<file path="config.mk">
export PLATFORM = sky130hd
export DESIGN_NAME = nlec_leaf_check
export DESIGN_NICKNAME = d
export VERILOG_FILES = /design/src/hdl/nlec_entry_decode.v /design/src/hdl/nlec_leaf_check.v
export VERILOG_INCLUDE_DIRS = /design/src /design/src/hdl
export SDC_FILE = /design/constraint.sdc
export NUM_CORES = 1
export LEC_CHECK = 0
export ABC_AREA = 1
export BUFFER_PORTS_ARGS = -buffer_cell sky130_fd_sc_hd__buf_2
export CAP_MARGIN = 15
export CORE_ASPECT_RATIO = 0.5
export CORE_MARGIN = 3
export CORE_UTILIZATION = 50
export DETAILED_ROUTE_END_ITERATION = 10
export HOLD_SLACK_MARGIN = 0.12
export PLACE_DENSITY = 0.74
export SLEW_MARGIN = 10
export SYNTH_ARGS = -nofsm -noshare
export SYNTH_HDL_FRONTEND = slang
export SYNTH_SLANG_ARGS = --single-unit
</file>
<file path="constraint.sdc">
create_clock -name pclk -period 2.3 [get_ports pclk]
set_clock_uncertainty 0.05 [all_clocks]
set_input_delay 0.345 -clock pclk [delete_from_list [all_inputs] [get_ports pclk]]
set_output_delay 0.345 -clock pclk [all_outputs]
set_load 0.05 [all_outputs]
</file>
<file path="src/hdl/nlec_regs.vh">
// Register offsets, field positions and encodings of the nested leaf entry checker.
`ifndef NLEC_REGS_VH
`define NLEC_REGS_VH

// Register byte offsets on the APB bus.
`define NLEC_OFS_NTP      8'h00
`define NLEC_OFS_CFG      8'h04
`define NLEC_OFS_TBASE    8'h08
`define NLEC_OFS_STATUS   8'h0C
`define NLEC_OFS_PA_LO    8'h10
`define NLEC_OFS_PA_HI    8'h14
`define NLEC_OFS_ATTR     8'h18
`define NLEC_OFS_COUNT    8'h1C

// Reset values.
`define NLEC_RST_WORD     32'h00000000
`define NLEC_RST_CNT      16'h0000

// Leaf entry fields.
`define NLEC_BIT_READ     0
`define NLEC_BIT_WRITE    1
`define NLEC_BIT_EXEC     2
`define NLEC_PERM_HI      2
`define NLEC_PERM_LO      0
`define NLEC_MT_HI        5
`define NLEC_MT_LO        3
`define NLEC_BIT_IGN_PAT  6
`define NLEC_BIT_SIZE     7
`define NLEC_BIT_ACC      8
`define NLEC_BIT_DIRTY    9
`define NLEC_FRAME_LO     12
`define NLEC_RSVD_TOP     52
`define NLEC_GPA_HI       11

// Nested table pointer bit that enables accessed and dirty flags.
`define NLEC_NTP_AD_BIT   6

// Configuration register bits.
`define NLEC_CFG_XONLY    0

// Status register bits.
`define NLEC_ST_PASS      0
`define NLEC_ST_MISCFG    1
`define NLEC_ST_VIOL      2
`define NLEC_ST_DONE      3

// Attribute register fields.
`define NLEC_AT_MT_HI     2
`define NLEC_AT_IGN_PAT   3
`define NLEC_AT_ACC       4
`define NLEC_AT_DIRTY     5
`define NLEC_AT_PERM_HI   8
`define NLEC_AT_PERM_LO   6
`define NLEC_AT_KIND_HI   10
`define NLEC_AT_KIND_LO   9

// Permission patterns.
`define NLEC_PERM_NONE    3'h0
`define NLEC_PERM_WO      3'h2
`define NLEC_PERM_WX      3'h6
`define NLEC_PERM_XO      3'h4

// Reserved memory type encodings.
`define NLEC_MT_RSV_A     3'h2
`define NLEC_MT_RSV_B     3'h3
`define NLEC_MT_RSV_C     3'h7

// Entry kinds.
`define NLEC_KIND_ABSENT  2'h0
`define NLEC_KIND_PAGE    2'h1
`define NLEC_KIND_TABLE   2'h2

// Access types.
`define NLEC_ACC_READ     2'h0
`define NLEC_ACC_WRITE    2'h1
`define NLEC_ACC_FETCH    2'h2
`define NLEC_ACC_GUEST    2'h3

`endif

</file>
<file path="src/hdl/nlec_entry_decode.v">
// Field decoder for one nested translation entry.
`timescale 1ns/1ps
`default_nettype none
`include "nlec_regs.vh"

module nlec_entry_decode #(
	parameter PA_WIDTH = 46
) (
	input  wire [63:0] entry,
	input  wire        is_pte,
	input  wire        ad_enable,
	output reg  [1:0]  kind,
	output wire [2:0]  perm,
	output wire [2:0]  mem_type,
	output wire        ignore_pat,
	output wire        accessed,
	output wire        dirty,
	output wire        rsvd_set,
	output wire [63:0] frame
);

	wire [63:0] rsvd_mask;
	wire [63:0] frame_mask;

	assign perm       = entry[`NLEC_PERM_HI:`NLEC_PERM_LO];
	assign mem_type   = entry[`NLEC_MT_HI:`NLEC_MT_LO];
	assign ignore_pat = entry[`NLEC_BIT_IGN_PAT];
	assign accessed   = ad_enable & entry[`NLEC_BIT_ACC];
	assign dirty      = ad_enable & entry[`NLEC_BIT_DIRTY];

	// Bits 63:52, 11:10 and bit 7 of a leaf never reach any mask below.
	assign rsvd_mask  = (64'h1 << `NLEC_RSVD_TOP) - (64'h1 << PA_WIDTH);
	assign frame_mask = (64'h1 << PA_WIDTH) - (64'h1 << `NLEC_FRAME_LO);
	assign rsvd_set   = |(entry & rsvd_mask);
	assign frame      = entry & frame_mask;

	always @* begin
		if (perm == `NLEC_PERM_NONE)
			kind = `NLEC_KIND_ABSENT;
		else if (is_pte || entry[`NLEC_BIT_SIZE])
			kind = `NLEC_KIND_PAGE;
		else
			kind = `NLEC_KIND_TABLE;
	end

endmodule
`default_nettype wire

</file>
<file path="src/hdl/nlec_leaf_check.v">
// Nested leaf entry checker: classifies walked entries and holds results for APB reads.
//
// Overview of operation
// - Entry bit 0 grants data reads to the mapped page.
// - Entry bit 1 grants data writes to the mapped page.
// - Entry bit 2 grants instruction fetches from the mapped page.
// - Entry bits 5:3 give the memory type of the page.
// - Entry bit 6 tells memory typing to ignore the guest attribute table.
// - Bit 8 is the accessed flag only when pointer bit 6 is set.
// - Bit 9 is the dirty flag only when pointer bit 6 is set.
// - Bits from 12 to width minus one form the page frame address.
// - Bits from the physical width up to 51 are reserved, must be zero.
// - Bits 2:0 and bit 7 decide absent, page mapping or next table.
// - Any unsupported entry value raises a misconfiguration trap.
// - Violation only without misconfiguration and when permissions forbid the access.
// - Checks run only on a real guest-physical access attempt.
// - Writing the table base register never raises either trap.
// - Permission bits all zero mean absent; any access to it violates.
// - Final address keeps guest bits 11:0, upper bits 63:52 are zero.
// - Write-only or write-execute permission patterns are misconfigurations.
// - Reserved memory types 2, 3 and 7 in a present leaf misconfigure.
//
// Implementation choices: register access over APB and the register offsets.
`timescale 1ns/1ps
`default_nettype none
`include "nlec_regs.vh"

module nlec_leaf_check #(
	parameter PA_WIDTH = 46
) (
	input  wire        pclk,
	input  wire        presetn,
	input  wire        psel,
	input  wire        penable,
	input  wire        pwrite,
	input  wire [7:0]  paddr,
	input  wire [31:0] pwdata,
	output reg  [31:0] prdata,
	output wire        pready,
	output wire        pslverr,
	input  wire        chk_valid,
	input  wire [63:0] chk_entry,
	input  wire        chk_is_pte,
	input  wire [1:0]  chk_access,
	input  wire [11:0] chk_gpa_low,
	output reg         res_valid,
	output reg         res_pass,
	output reg         res_misconfig,
	output reg         res_violation,
	output reg  [1:0]  res_kind,
	output reg  [63:0] res_phys_addr,
	output reg  [2:0]  res_mem_type,
	output reg         res_ignore_pat,
	output reg         res_accessed,
	output reg         res_dirty
);

	// Software visible state.
	reg  [31:0] nested_table_pointer;
	reg  [31:0] cfg;
	reg  [31:0] table_base_control_reg;
	reg         st_done;
	reg  [15:0] miscfg_count;
	reg  [15:0] viol_count;

	// Decoder results.
	wire [1:0]  dec_kind;
	wire [2:0]  dec_perm;
	wire [2:0]  dec_mt;
	wire        dec_ign_pat;
	wire        dec_acc;
	wire        dec_dirty;
	wire        dec_rsvd;
	wire [63:0] dec_frame;

	// Classification.
	wire        ad_enable;
	wire        xonly_ok;
	wire        present;
	wire        bad_perm;
	wire        bad_mt;
	reg         next_misconfig;
	reg         next_violation;
	reg         treat_write;

	// Bus decode.
	wire        setup;
	wire        wr_en;
	reg         addr_ok;
	reg  [31:0] next_prdata;
	wire        clr_hit;

	assign ad_enable = nested_table_pointer[`NLEC_NTP_AD_BIT];
	assign xonly_ok  = cfg[`NLEC_CFG_XONLY];

	nlec_entry_decode #(
		.PA_WIDTH (PA_WIDTH)
	) u_decode (
		.entry      (chk_entry),
		.is_pte     (chk_is_pte),
		.ad_enable  (ad_enable),
		.kind       (dec_kind),
		.perm       (dec_perm),
		.mem_type   (dec_mt),
		.ignore_pat (dec_ign_pat),
		.accessed   (dec_acc),
		.dirty      (dec_dirty),
		.rsvd_set   (dec_rsvd),
		.frame      (dec_frame)
	);

	assign present  = (dec_kind != `NLEC_KIND_ABSENT);

	assign bad_perm = (dec_perm == `NLEC_PERM_WO) || (dec_perm == `NLEC_PERM_WX) ||
		((dec_perm == `NLEC_PERM_XO) && !xonly_ok);

	assign bad_mt   = (dec_kind == `NLEC_KIND_PAGE) && ((dec_mt == `NLEC_MT_RSV_A) ||
		(dec_mt == `NLEC_MT_RSV_B) || (dec_mt == `NLEC_MT_RSV_C));

	// Guest paging-structure accesses count as writes once accessed and dirty flags are on.
	always @* begin
		treat_write = (chk_access == `NLEC_ACC_WRITE) ||
			((chk_access == `NLEC_ACC_GUEST) && ad_enable);
	end

	always @* begin
		next_misconfig = present && (bad_perm || bad_mt || dec_rsvd);
		next_violation = 1'b0;
		if (!present) begin
			next_violation = 1'b1;
		end else if (!next_misconfig) begin
			case (chk_access)
				`NLEC_ACC_READ: begin
					next_violation = !dec_perm[`NLEC_BIT_READ];
				end
				`NLEC_ACC_WRITE: begin
					next_violation = !dec_perm[`NLEC_BIT_WRITE];
				end
				`NLEC_ACC_FETCH: begin
					next_violation = !dec_perm[`NLEC_BIT_EXEC];
				end
				`NLEC_ACC_GUEST: begin
					next_violation = treat_write ? !dec_perm[`NLEC_BIT_WRITE] :
						!dec_perm[`NLEC_BIT_READ];
				end
				default: begin
					next_violation = 1'b1;
				end
			endcase
		end
	end

	// Result registers other than res_valid update only when a walk presents an entry for a real access; res_valid follows chk_valid every cycle.
	always @(posedge pclk or negedge presetn) begin
		if (!presetn) begin
			res_valid      <= 1'b0;
			res_pass       <= 1'b0;
			res_misconfig  <= 1'b0;
			res_violation  <= 1'b0;
			res_kind       <= `NLEC_KIND_ABSENT;
			res_phys_addr  <= 64'h0000000000000000;
			res_mem_type   <= 3'h0;
			res_ignore_pat <= 1'b0;
			res_accessed   <= 1'b0;
			res_dirty      <= 1'b0;
		end else begin
			res_valid <= chk_valid;
			if (chk_valid) begin
				res_misconfig  <= next_misconfig;
				res_violation  <= next_violation;
				res_pass       <= !next_misconfig && !next_violation;
				res_kind       <= dec_kind;
				res_phys_addr  <= (dec_kind == `NLEC_KIND_PAGE) ?
					{dec_frame[63:`NLEC_GPA_HI+1], chk_gpa_low} : dec_frame;
				res_mem_type   <= dec_mt;
				res_ignore_pat <= dec_ign_pat;
				res_accessed   <= dec_acc;
				res_dirty      <= dec_dirty;
			end
		end
	end

	// APB slave: zero wait states, read data sampled in the setup cycle.
	assign setup   = psel && !penable;
	assign wr_en   = psel && penable && pwrite;
	assign pready  = 1'b1;
	assign pslverr = psel && penable && !addr_ok;
	assign clr_hit = wr_en && (paddr == `NLEC_OFS_COUNT);

	always @* begin
		addr_ok     = 1'b1;
		next_prdata = `NLEC_RST_WORD;
		case (paddr)
			`NLEC_OFS_NTP: begin
				next_prdata = nested_table_pointer;
			end
			`NLEC_OFS_CFG: begin
				next_prdata = cfg;
			end
			`NLEC_OFS_TBASE: begin
				next_prdata = table_base_control_reg;
			end
			`NLEC_OFS_STATUS: begin
				next_prdata[`NLEC_ST_PASS]   = res_pass;
				next_prdata[`NLEC_ST_MISCFG] = res_misconfig;
				next_prdata[`NLEC_ST_VIOL]   = res_violation;
				next_prdata[`NLEC_ST_DONE]   = st_done;
			end
			`NLEC_OFS_PA_LO: begin
				next_prdata = res_phys_addr[31:0];
			end
			`NLEC_OFS_PA_HI: begin
				next_prdata = res_phys_addr[63:32];
			end
			`NLEC_OFS_ATTR: begin
				next_prdata[`NLEC_AT_MT_HI:0]                 = res_mem_type;
				next_prdata[`NLEC_AT_IGN_PAT]                 = res_ignore_pat;
				next_prdata[`NLEC_AT_ACC]                     = res_accessed;
				next_prdata[`NLEC_AT_DIRTY]                   = res_dirty;
				next_prdata[`NLEC_AT_PERM_HI:`NLEC_AT_PERM_LO] = res_pass ?
					3'h0 : 3'h0;
				next_prdata[`NLEC_AT_KIND_HI:`NLEC_AT_KIND_LO] = res_kind;
			end
			`NLEC_OFS_COUNT: begin
				next_prdata = {viol_count, miscfg_count};
			end
			default: begin
				addr_ok = 1'b0;
			end
		endcase
	end

	always @(posedge pclk or negedge presetn) begin
		if (!presetn) begin
			prdata <= `NLEC_RST_WORD;
		end else if (setup && !pwrite) begin
			prdata <= next_prdata;
		end
	end

	// Writing the table base only stores it; no check is started from here.
	always @(posedge pclk or negedge presetn) begin
		if (!presetn) begin
			nested_table_pointer   <= `NLEC_RST_WORD;
			cfg                    <= `NLEC_RST_WORD;
			table_base_control_reg <= `NLEC_RST_WORD;
		end else if (wr_en) begin
			if (paddr == `NLEC_OFS_NTP)
				nested_table_pointer <= pwdata;
			if (paddr == `NLEC_OFS_CFG)
				cfg <= pwdata;
			if (paddr == `NLEC_OFS_TBASE)
				table_base_control_reg <= pwdata;
		end
	end

	// Done flag and counters: a check landing in the clearing cycle is still counted.
	always @(posedge pclk or negedge presetn) begin
		if (!presetn) begin
			st_done      <= 1'b0;
			miscfg_count <= `NLEC_RST_CNT;
			viol_count   <= `NLEC_RST_CNT;
		end else begin
			if (chk_valid)
				st_done <= 1'b1;
			else if (wr_en && (paddr == `NLEC_OFS_STATUS) && pwdata[`NLEC_ST_DONE])
				st_done <= 1'b0;
			if (clr_hit)
				miscfg_count <= {15'h0000, chk_valid && next_misconfig};
			else if (chk_valid && next_misconfig)
				miscfg_count <= miscfg_count + 16'h0001;
			if (clr_hit)
				viol_count <= {15'h0000, chk_valid && !next_misconfig && next_violation};
			else if (chk_valid && !next_misconfig && next_violation)
				viol_count <= viol_count + 16'h0001;
		end
	end

endmodule
`default_nettype wire

</file>
# Word-level counts from Yosys, hierarchy flattened
# Cells that the tools add are included.
# totals
ff_bits	219
input_bits	125
# classes
n_addsub	2
n_eq_ne	17
mux	17
bitwise_logic	2
n_reduce_logical	45
# op_table
op	count
case mux 21 bit (6 select lines)	1
2-to-1 mux 16 bit	4
case mux 7 bit (7 select lines)	1
adder 16 x 1 -> 16 bit, second input constant	2
== test 8 x 5 -> 1 bit, second input constant	4
case mux 4 bit (8 select lines)	1
== test 8 x 4 -> 1 bit, second input constant	2
logical AND 1 bit	16
2-to-1 mux 12 bit	1
== test 3 x 2 -> 1 bit, second input constant	3
== test 3 bit, second input constant	3
zero test 1 bit	9
== test 8 x 3 -> 1 bit, second input constant	1
zero test 8 bit	1
logical OR 1 bit	8
nonzero test 2 bit	4
OR reduction 8 bit	1
2-to-1 mux 1 bit	6
AND reduction 2 bit	3
OR reduction 6 bit	1
== test 2 x 1 -> 1 bit, second input constant	2
== test 2 bit, second input constant	2
2-to-1 mux 2 bit	2
case mux 1 bit (4 select lines)	1
3 further kinds	4

# Depth between registers and ports, before layout
# Gate-level depths: netlist of run 1.
# depth
depth_word	13
mapped_depth	11
mapped_depth_nobuf	10

# Modules after synthesis
# Synthesis of run 1 repeated with hierarchy kept, for this count alone.
# unflattened
cells_unflattened	1621
area_unflattened_um2	12219.2
# by_module_without_submodules
module	n_inst	cells_per_inst	area_per_inst_um2	seq_area_each_um2
nlec_leaf_check	1	1533	11608.6	5930.7
nlec_entry_decode	1	88	610.6	0.0

# Worst setup path before layout of run 1
# Ideal clock, no wire load.
# synth_path
path_kind	in2out
start	in paddr[5]
end	out pslverr
t_arrival_ns	2.078
path_slack_ns	-0.173
cell_stages	7
n_path_buf	1
cell_sequence	inv_1 > nand3_2 > clkinv_1 > clkbuf_1 > nand2_1 > o211ai_1 > nor3_1
# synth_via
elab_chain_len	5
elab_cells_between_ends	12
classes_between	eq/ne: 7; mux: 1; reduce/logical: 4
# synth_lines
item	line_no	source
start: declaration	nlec_leaf_check.v:36	input wire [7:0] paddr,
== test 8 x 5 -> 1 bit, or another cell as far along	nlec_leaf_check.v:193	case (paddr)
OR reduction 8 bit (no line) (*)	-	
2-to-1 mux 1 bit (*)	nlec_leaf_check.v:193	
zero test 1 bit (*)	nlec_leaf_check.v:187	assign pslverr = psel && penable && !addr_ok;
logical AND 1 bit (*)	nlec_leaf_check.v:187	
end: declaration	nlec_leaf_check.v:40	output wire pslverr,
# Mark *: on every way between the ends. The rest lies on a longest branch, timed or not.

# Final worst setup path of run 1
# layout_path
start	in chk_entry[3]
end	reg viol_count[13]
# layout_via
elab_chain_len	11
elab_cells_between_ends	15
classes_between	eq/ne: 3; mux: 2; reduce/logical: 10
# layout_lines
item	line_no	source
start: declaration	nlec_leaf_check.v:42	input wire [63:0] chk_entry,
== test 3 x 2 -> 1 bit (no line)	-	
logical OR 1 bit	nlec_leaf_check.v:117	assign bad_mt = (dec_kind == `NLEC_KIND_PAGE) && ((dec_mt == `NLEC_MT_RSV_A) ||
logical OR 1 bit (*)	nlec_leaf_check.v:117	
logical AND 1 bit (*)	nlec_leaf_check.v:117	
logical OR 1 bit (*) (2 in a row)	nlec_leaf_check.v:127	next_misconfig = present && (bad_perm || bad_mt || dec_rsvd);
logical AND 1 bit (*)	nlec_leaf_check.v:127	
2-to-1 mux 1 bit / zero test 1 bit (equally long branches)	nlec_leaf_check.v:131, nlec_leaf_check.v:274	
2-to-1 mux 1 bit / logical AND 1 bit (equally long branches)	nlec_leaf_check.v:129, nlec_leaf_check.v:274	
logical AND 1 bit (*)	nlec_leaf_check.v:274	else if (chk_valid && !next_misconfig && next_violation)
nonzero test 2 bit (no line) (*)	-	
end signal: assignment	nlec_leaf_check.v:262	viol_count <= `NLEC_RST_CNT;
end signal: assignment	nlec_leaf_check.v:273	viol_count <= {15'h0000, chk_valid && !next_misconfig && next_violation};
end signal: assignment	nlec_leaf_check.v:275	viol_count <= viol_count + 16'h0001;
end: declaration	nlec_leaf_check.v:64	reg [15:0] viol_count;
# Marks and branches as above.
# A chain may end at the register's enable or synchronous reset.

==> flow_summary.toml, run 1 <==
[die]
die_h_um = 111
core-area_um2 = 21000
dieWidth_um = 215
top_level_ports = 235
start_util_pct = 52.0
fp-row-count = 37
dieArea_um2 = 23800

[place]
place.gp.congestion = 0.925
port-buffer-count = 201
hpwlAfterDp_um = 23900
place_inst = 1870

[critical_path]
r2r_slack_ps = 540
crit_arrival_ps = 2330
crit_required_ps = 2700
cp-end-kind = "flop"
r2r-end = "miscfg_count[14]"
crit_type = "in -> reg"
reg2regPathDepth = 8
crit_path_max_fanout = 18
start_kind = "primary input"
reg2reg_from = "miscfg_count[0]"

[finish]
layout-drive-gt1-share_pct = 17.8
regMostFlops = "res_phys_addr"
fin_util_pct = 65.3
largest_reg_flops = 46
diodes = 0
layout_commonest_cell = "nand2_1"
syn_to_final_growth_pct = 25.6
mostFrequentLayoutCells = "nand2_1 (553), dfrtp_1 (219), buf_2 (200), nand3_1 (156), inv_1 (98)"
finalNonFillerCells = 1991
fin_nets = 1811

[synthesis]
synth_area_leaders = "dfrtp_1 (50%), nand2_1 (19%), nand3_1 (7.1%), o21ai_0 (3.9%), inv_1 (3.4%)"
syn_area_um2 = 10900
synth_cell_types = 37
syn_inst = 1417
synth-warning-count = 0
yosys.area.top_type_share_pct = 50.1
ys_seq_area_share_pct = 50.1
synth_edf_count = 0
syn_area_per_cell_um2 = 7.71
synth-seq-cells = 219
postSynth.asyncResetShare_pct = 100
ys.flop_type = "dfrtp_1"
yosysTopAreaCell = "dfrtp_1"

[drt]
viasPerCell = 5.39
wl_um = 34900
drc = 0
post_drt_wl_per_cell_um = 17.5
dr.pass1.iters = 5
dr_total_vias = 10700
drtIter0Drc = 1135
antenna_left = 0

[pwr]
seqPwrFrac_pct = 46.7
power.density_nw_per_um2 = 674
clkPwrFrac_pct = 36.9
p_int_uw = 6370
p_comb_share_pct = 16.3
power_uw = 9240
switchingPower_uw = 2870
vdd_drop_max_mv = 0.424
power_leakage_uw = 0.00735
swShare_pct = 31.1

[clocking]
cts_buffers = 21
cts-root-buf = "clkbuf_16"
cts_max_path_buffers = 3
postCtsSetupRepairBufs = 0
cts_hold_buf = 83
htreeDepth = 1
clk_pin_slew_ps = 70
cts_tree = "built"
cts_resized = 0
worst_skew_pair.late_latency_ps = 510
clock-sinks = 219

[min_path]
hp-class = "in -> reg"
hp-start = "pwdata[6]"
hold_path_end = "cfg[6]"
hold_depth = 3

[sta]
setup_viol = 0
slew_violations = 0
max_slew.worst_pin.slew_ps = 916
final_hold_viol_count = 0
min_period_over_period_pct = 84.2
maxSlewHeadroom_pct = 38.9
post-route-min-period_ps = 1940
timing.setup.tns_ps = 0
fmax_mhz = 516
rsz0062_at_grt = "false"

[flow_run]
drv_cap = 0

[global_route]
grt_max_degree = 71
gr-usage-met1_pct = 40.3
met2_usage_pct = 44.5
grtUsageMet3_pct = 7.73
grt_pass1_vias = 10300
grt_pass1_wl_um = 55600
track_usage_pct = 29.0
overflow = 0
antenna_found_initial = 0
busiest_layer = "met2"

[status]
status = "completed"
-- critical path: stages --
cell and delay [ps]:
dlygate4sd3_1 540, buf_2 120, inv_1 80, nand2_1 50
nand3_1 110, nand3_1 180, nand2_1 180, nand3_4 270
nand2_4 290, nand2_1 90, nand2_1 60
-- worst max-delay path by stage --
stage,start,end,cells after the start
final,chk_entry[3],viol_count[13],11
after global routing,chk_entry[3],viol_count[13],11
after CTS,paddr[7],pslverr,8
after detailed placement,chk_entry[1],miscfg_count[9],10
after global placement,chk_entry[1],miscfg_count[10],10
after floorplan,paddr[5],pslverr,7
-- cell usage after synthesis, types with 6 or more instances --
cell type / number
nand2_1: 553
dfrtp_1: 219
nand3_1: 156
inv_1: 98
o21ai_0: 86
nor2_1: 75
o21ai_1: 51
buf_2: 37
buf_4: 28
xor2_1: 15
clkbuf_1: 13
a32o_1: 11
nand4_1: 10
buf_1: 6
nor3_1: 6
-- per-stage QoR --
| step | hold WS (ps) | area (µm²) | setup WS, ps |
|---|---|---|---|
| floorplan | -0.591 | 11000 | 247 |
| CTS | 134 | 13700 | 389 |
| finish | 140 | 13700 | 363 |
| global route | 141 | 13700 | 213 |
| global placement | 297 | 12200 | 140 |
| detailed placement | 303 | 12200 | 80.5 |
-- metal layers --
metal | part of all wire, % | vias to the layer above | wire [µm]
met2 | 44 | 525 | 15400
met1 | 43 | 5117 | 15000
met3 | 9.7 | 93 | 3390
met4 | 3.3 | 0 | 1140
met5 | 0 | - | 0
li1 | - | 4998 | -
-- power by group through the flow --
| stage | Sequential (µW) | Clock [µW] | Combinational [µW] |
|---|---|---|---|
| 3_3_place_gp | 4380 | 0 | 1350 |
| 5_1_grt | 4350 | 3630 | 1640 |
| 4_1_cts | 4310 | 3430 | 1500 |
| 3_5_place_dp | 4380 | 0 | 1390 |
| 6_report | 4320 | 3410 | 1510 |
| 2_1_floorplan | 4650 | 0 | 607 |
-- cells by family after synthesis --
group,Yosys count,share of synthesized area [%]
and+or+nand+nor,824,31.7
DFF,219,50.1
buffers and inverters,193,8.37
AOI/OAI and AO/OA,159,7.99
xor gates and xnor gates,18,1.44
adders and majority gates,2,0.229
other,2,0.0687
-- area by class of cell --
cell class / count / area [µm²]
sequential: 219 / 5480
multi-input combinational: 1022 / 4620
clock inverter: 11 / 70.1
tap: 292 / 365
fill: 1777 / 7290
clock buffer: 27 / 588
inverter: 103 / 387
timing repair buffer: 317 / 2210
Power figures use the tool's default switching activity.
==> run 2: changes to the inputs <==
==> constraint.sdc (replaced) <==
create_clock -name pclk -period 1.9 [get_ports pclk]
set_clock_uncertainty 0.05 [all_clocks]
set_input_delay 0.285 -clock pclk [delete_from_list [all_inputs] [get_ports pclk]]
set_output_delay 0.285 -clock pclk [all_outputs]
set_load 0.05 [all_outputs]
==> flow_summary.toml, run 2 (synthesis results as in run 1) <==
[die]
core-area_um2 = 21000
die_h_um = 111
start_util_pct = 52.0
fp-row-count = 37
dieArea_um2 = 23800
top_level_ports = 235
dieWidth_um = 215

[drt]
viasPerCell = 5.38
dr.pass1.iters = 5
antenna_left = 0
post_drt_wl_per_cell_um = 17.8
wl_um = 35600
drtIter0Drc = 1084
dr_total_vias = 10800
drc = 0

[critical_path]
start_kind = "primary input"
cp-end-kind = "primary output"
crit_path_max_fanout = 4
crit_type = "in -> out"
critical_path.startpoint = "paddr[7]"
crit_arrival_ps = 1410
crit_required_ps = 1560
r2r_slack_ps = 230
reg2reg_from = "miscfg_count[1]"
r2r-end = "miscfg_count[14]"
reg2regPathDepth = 8

[sta]
fmax_mhz = 572
setup_viol = 0
timing.setup.tns_ps = 0
post-route-min-period_ps = 1750
min_period_over_period_pct = 92.1
slew_violations = 0
rsz0062_at_grt = "false"
layout_setup_ws_ps = 151
final_hold_viol_count = 0

[place]
port-buffer-count = 201
place.gp.congestion = 0.953
hpwlAfterDp_um = 24300
place_ws_ps = 108
placed_cell_area_um2 = 12400

[flow_run]
drv_cap = 0

[finish]
mostFrequentLayoutCells = "nand2_1 (553), dfrtp_1 (218), buf_2 (200), nand3_1 (156), inv_1 (98)"
largest_reg_flops = 46
diodes = 0
design_area_um2 = 14000
fin_nets = 1827
syn_to_final_growth_pct = 27.8
layout-drive-gt1-share_pct = 18.4
regMostFlops = "res_phys_addr"
n_fill_cell = 1750
layout_commonest_cell = "nand2_1"
fin_util_pct = 66.5

[clocking]
cts_buffers = 21
clk_pin_slew_ps = 70
cts-root-buf = "clkbuf_16"
htreeDepth = 1
clock-sinks = 219
cts_max_path_buffers = 3
worst_skew_pair.late_latency_ps = 520
cts_tree = "built"

[status]
status = "completed"

[pwr]
power_leakage_uw = 0.00747
vdd_drop_max_mv = 0.514
power.density_nw_per_um2 = 816

[global_route]
antenna_found_initial = 0
grt_pass1_wl_um = 56500
grt_pass1_vias = 10500
grt_max_degree = 70
track_usage_pct = 29.8
overflow = 0

[min_path]
hp-class = "in -> async"
run 2: timing repair:
action	4_1_cts	5_1_grt
hold endpoints to repair	367	0
hold buffers	85	0
endpoints found under the setup margin	0	16
setup buffers	0	1
resized for setup	0	3
run 2: through the flow:
| step | std cells | power, µW | hold slack (ps) |
|---|---|---|---|
| 3_5_place_dp | 1883 | 7020 | 76.7 |
| 5_1_grt | 2005 | 11800 | 150 |
| 2_1_floorplan | 1434 | 6370 | -60.6 |
| 3_3_place_gp | 1883 | 6970 | 74.8 |
| 6_report | 2005 | 11400 | 130 |
| 4_1_cts | 2004 | 11400 | 133 |
run 2: worst max-delay path by stage:
stage                             endpoint  slack, ps
final                              pslverr        150
after global routing               pslverr         60
after CTS                 miscfg_count[14]        100
after detailed placement  miscfg_count[10]        110
after global placement    miscfg_count[10]        130
after floorplan                    pslverr        130
run 2: layout make-up:
type	instances	area [µm²]	share of cell area, %
sequential	219	5480	39.2
clock buffer	27	578	4.14
multi-input combinational	1022	4640	33.2
tap	292	365	2.62
inverter	103	387	2.77
timing repair buffer	333	2410	17.2
clock inverter	9	110	0.788
run 2: layer usage:
layer / part of all wire [%] / vias up / GRT usage (%)
met4: 3.5 / 0 / 10.2
met2: 45 / 525 / 46.5
met1: 43 / 5130 / 42.1
met5: 0 / - / 0
met3: 8.9 / 94 / 5.58
li1: - / 5036 / -
run 2: where the power goes:
group | switching (µW) | internal [µW] | total (µW)
clock network | 1860 | 2440 | 4290
registers | 294 | 4930 | 5220
logic | 1280 | 598 | 1880
run 2: critical path: stages:
cell	delay (ps)
buf_2	100
nor2_2	150
nand3_2	140
nor2_2	170
inv_1	110
o211ai_1	190
nor3_4	50
buf_2	220
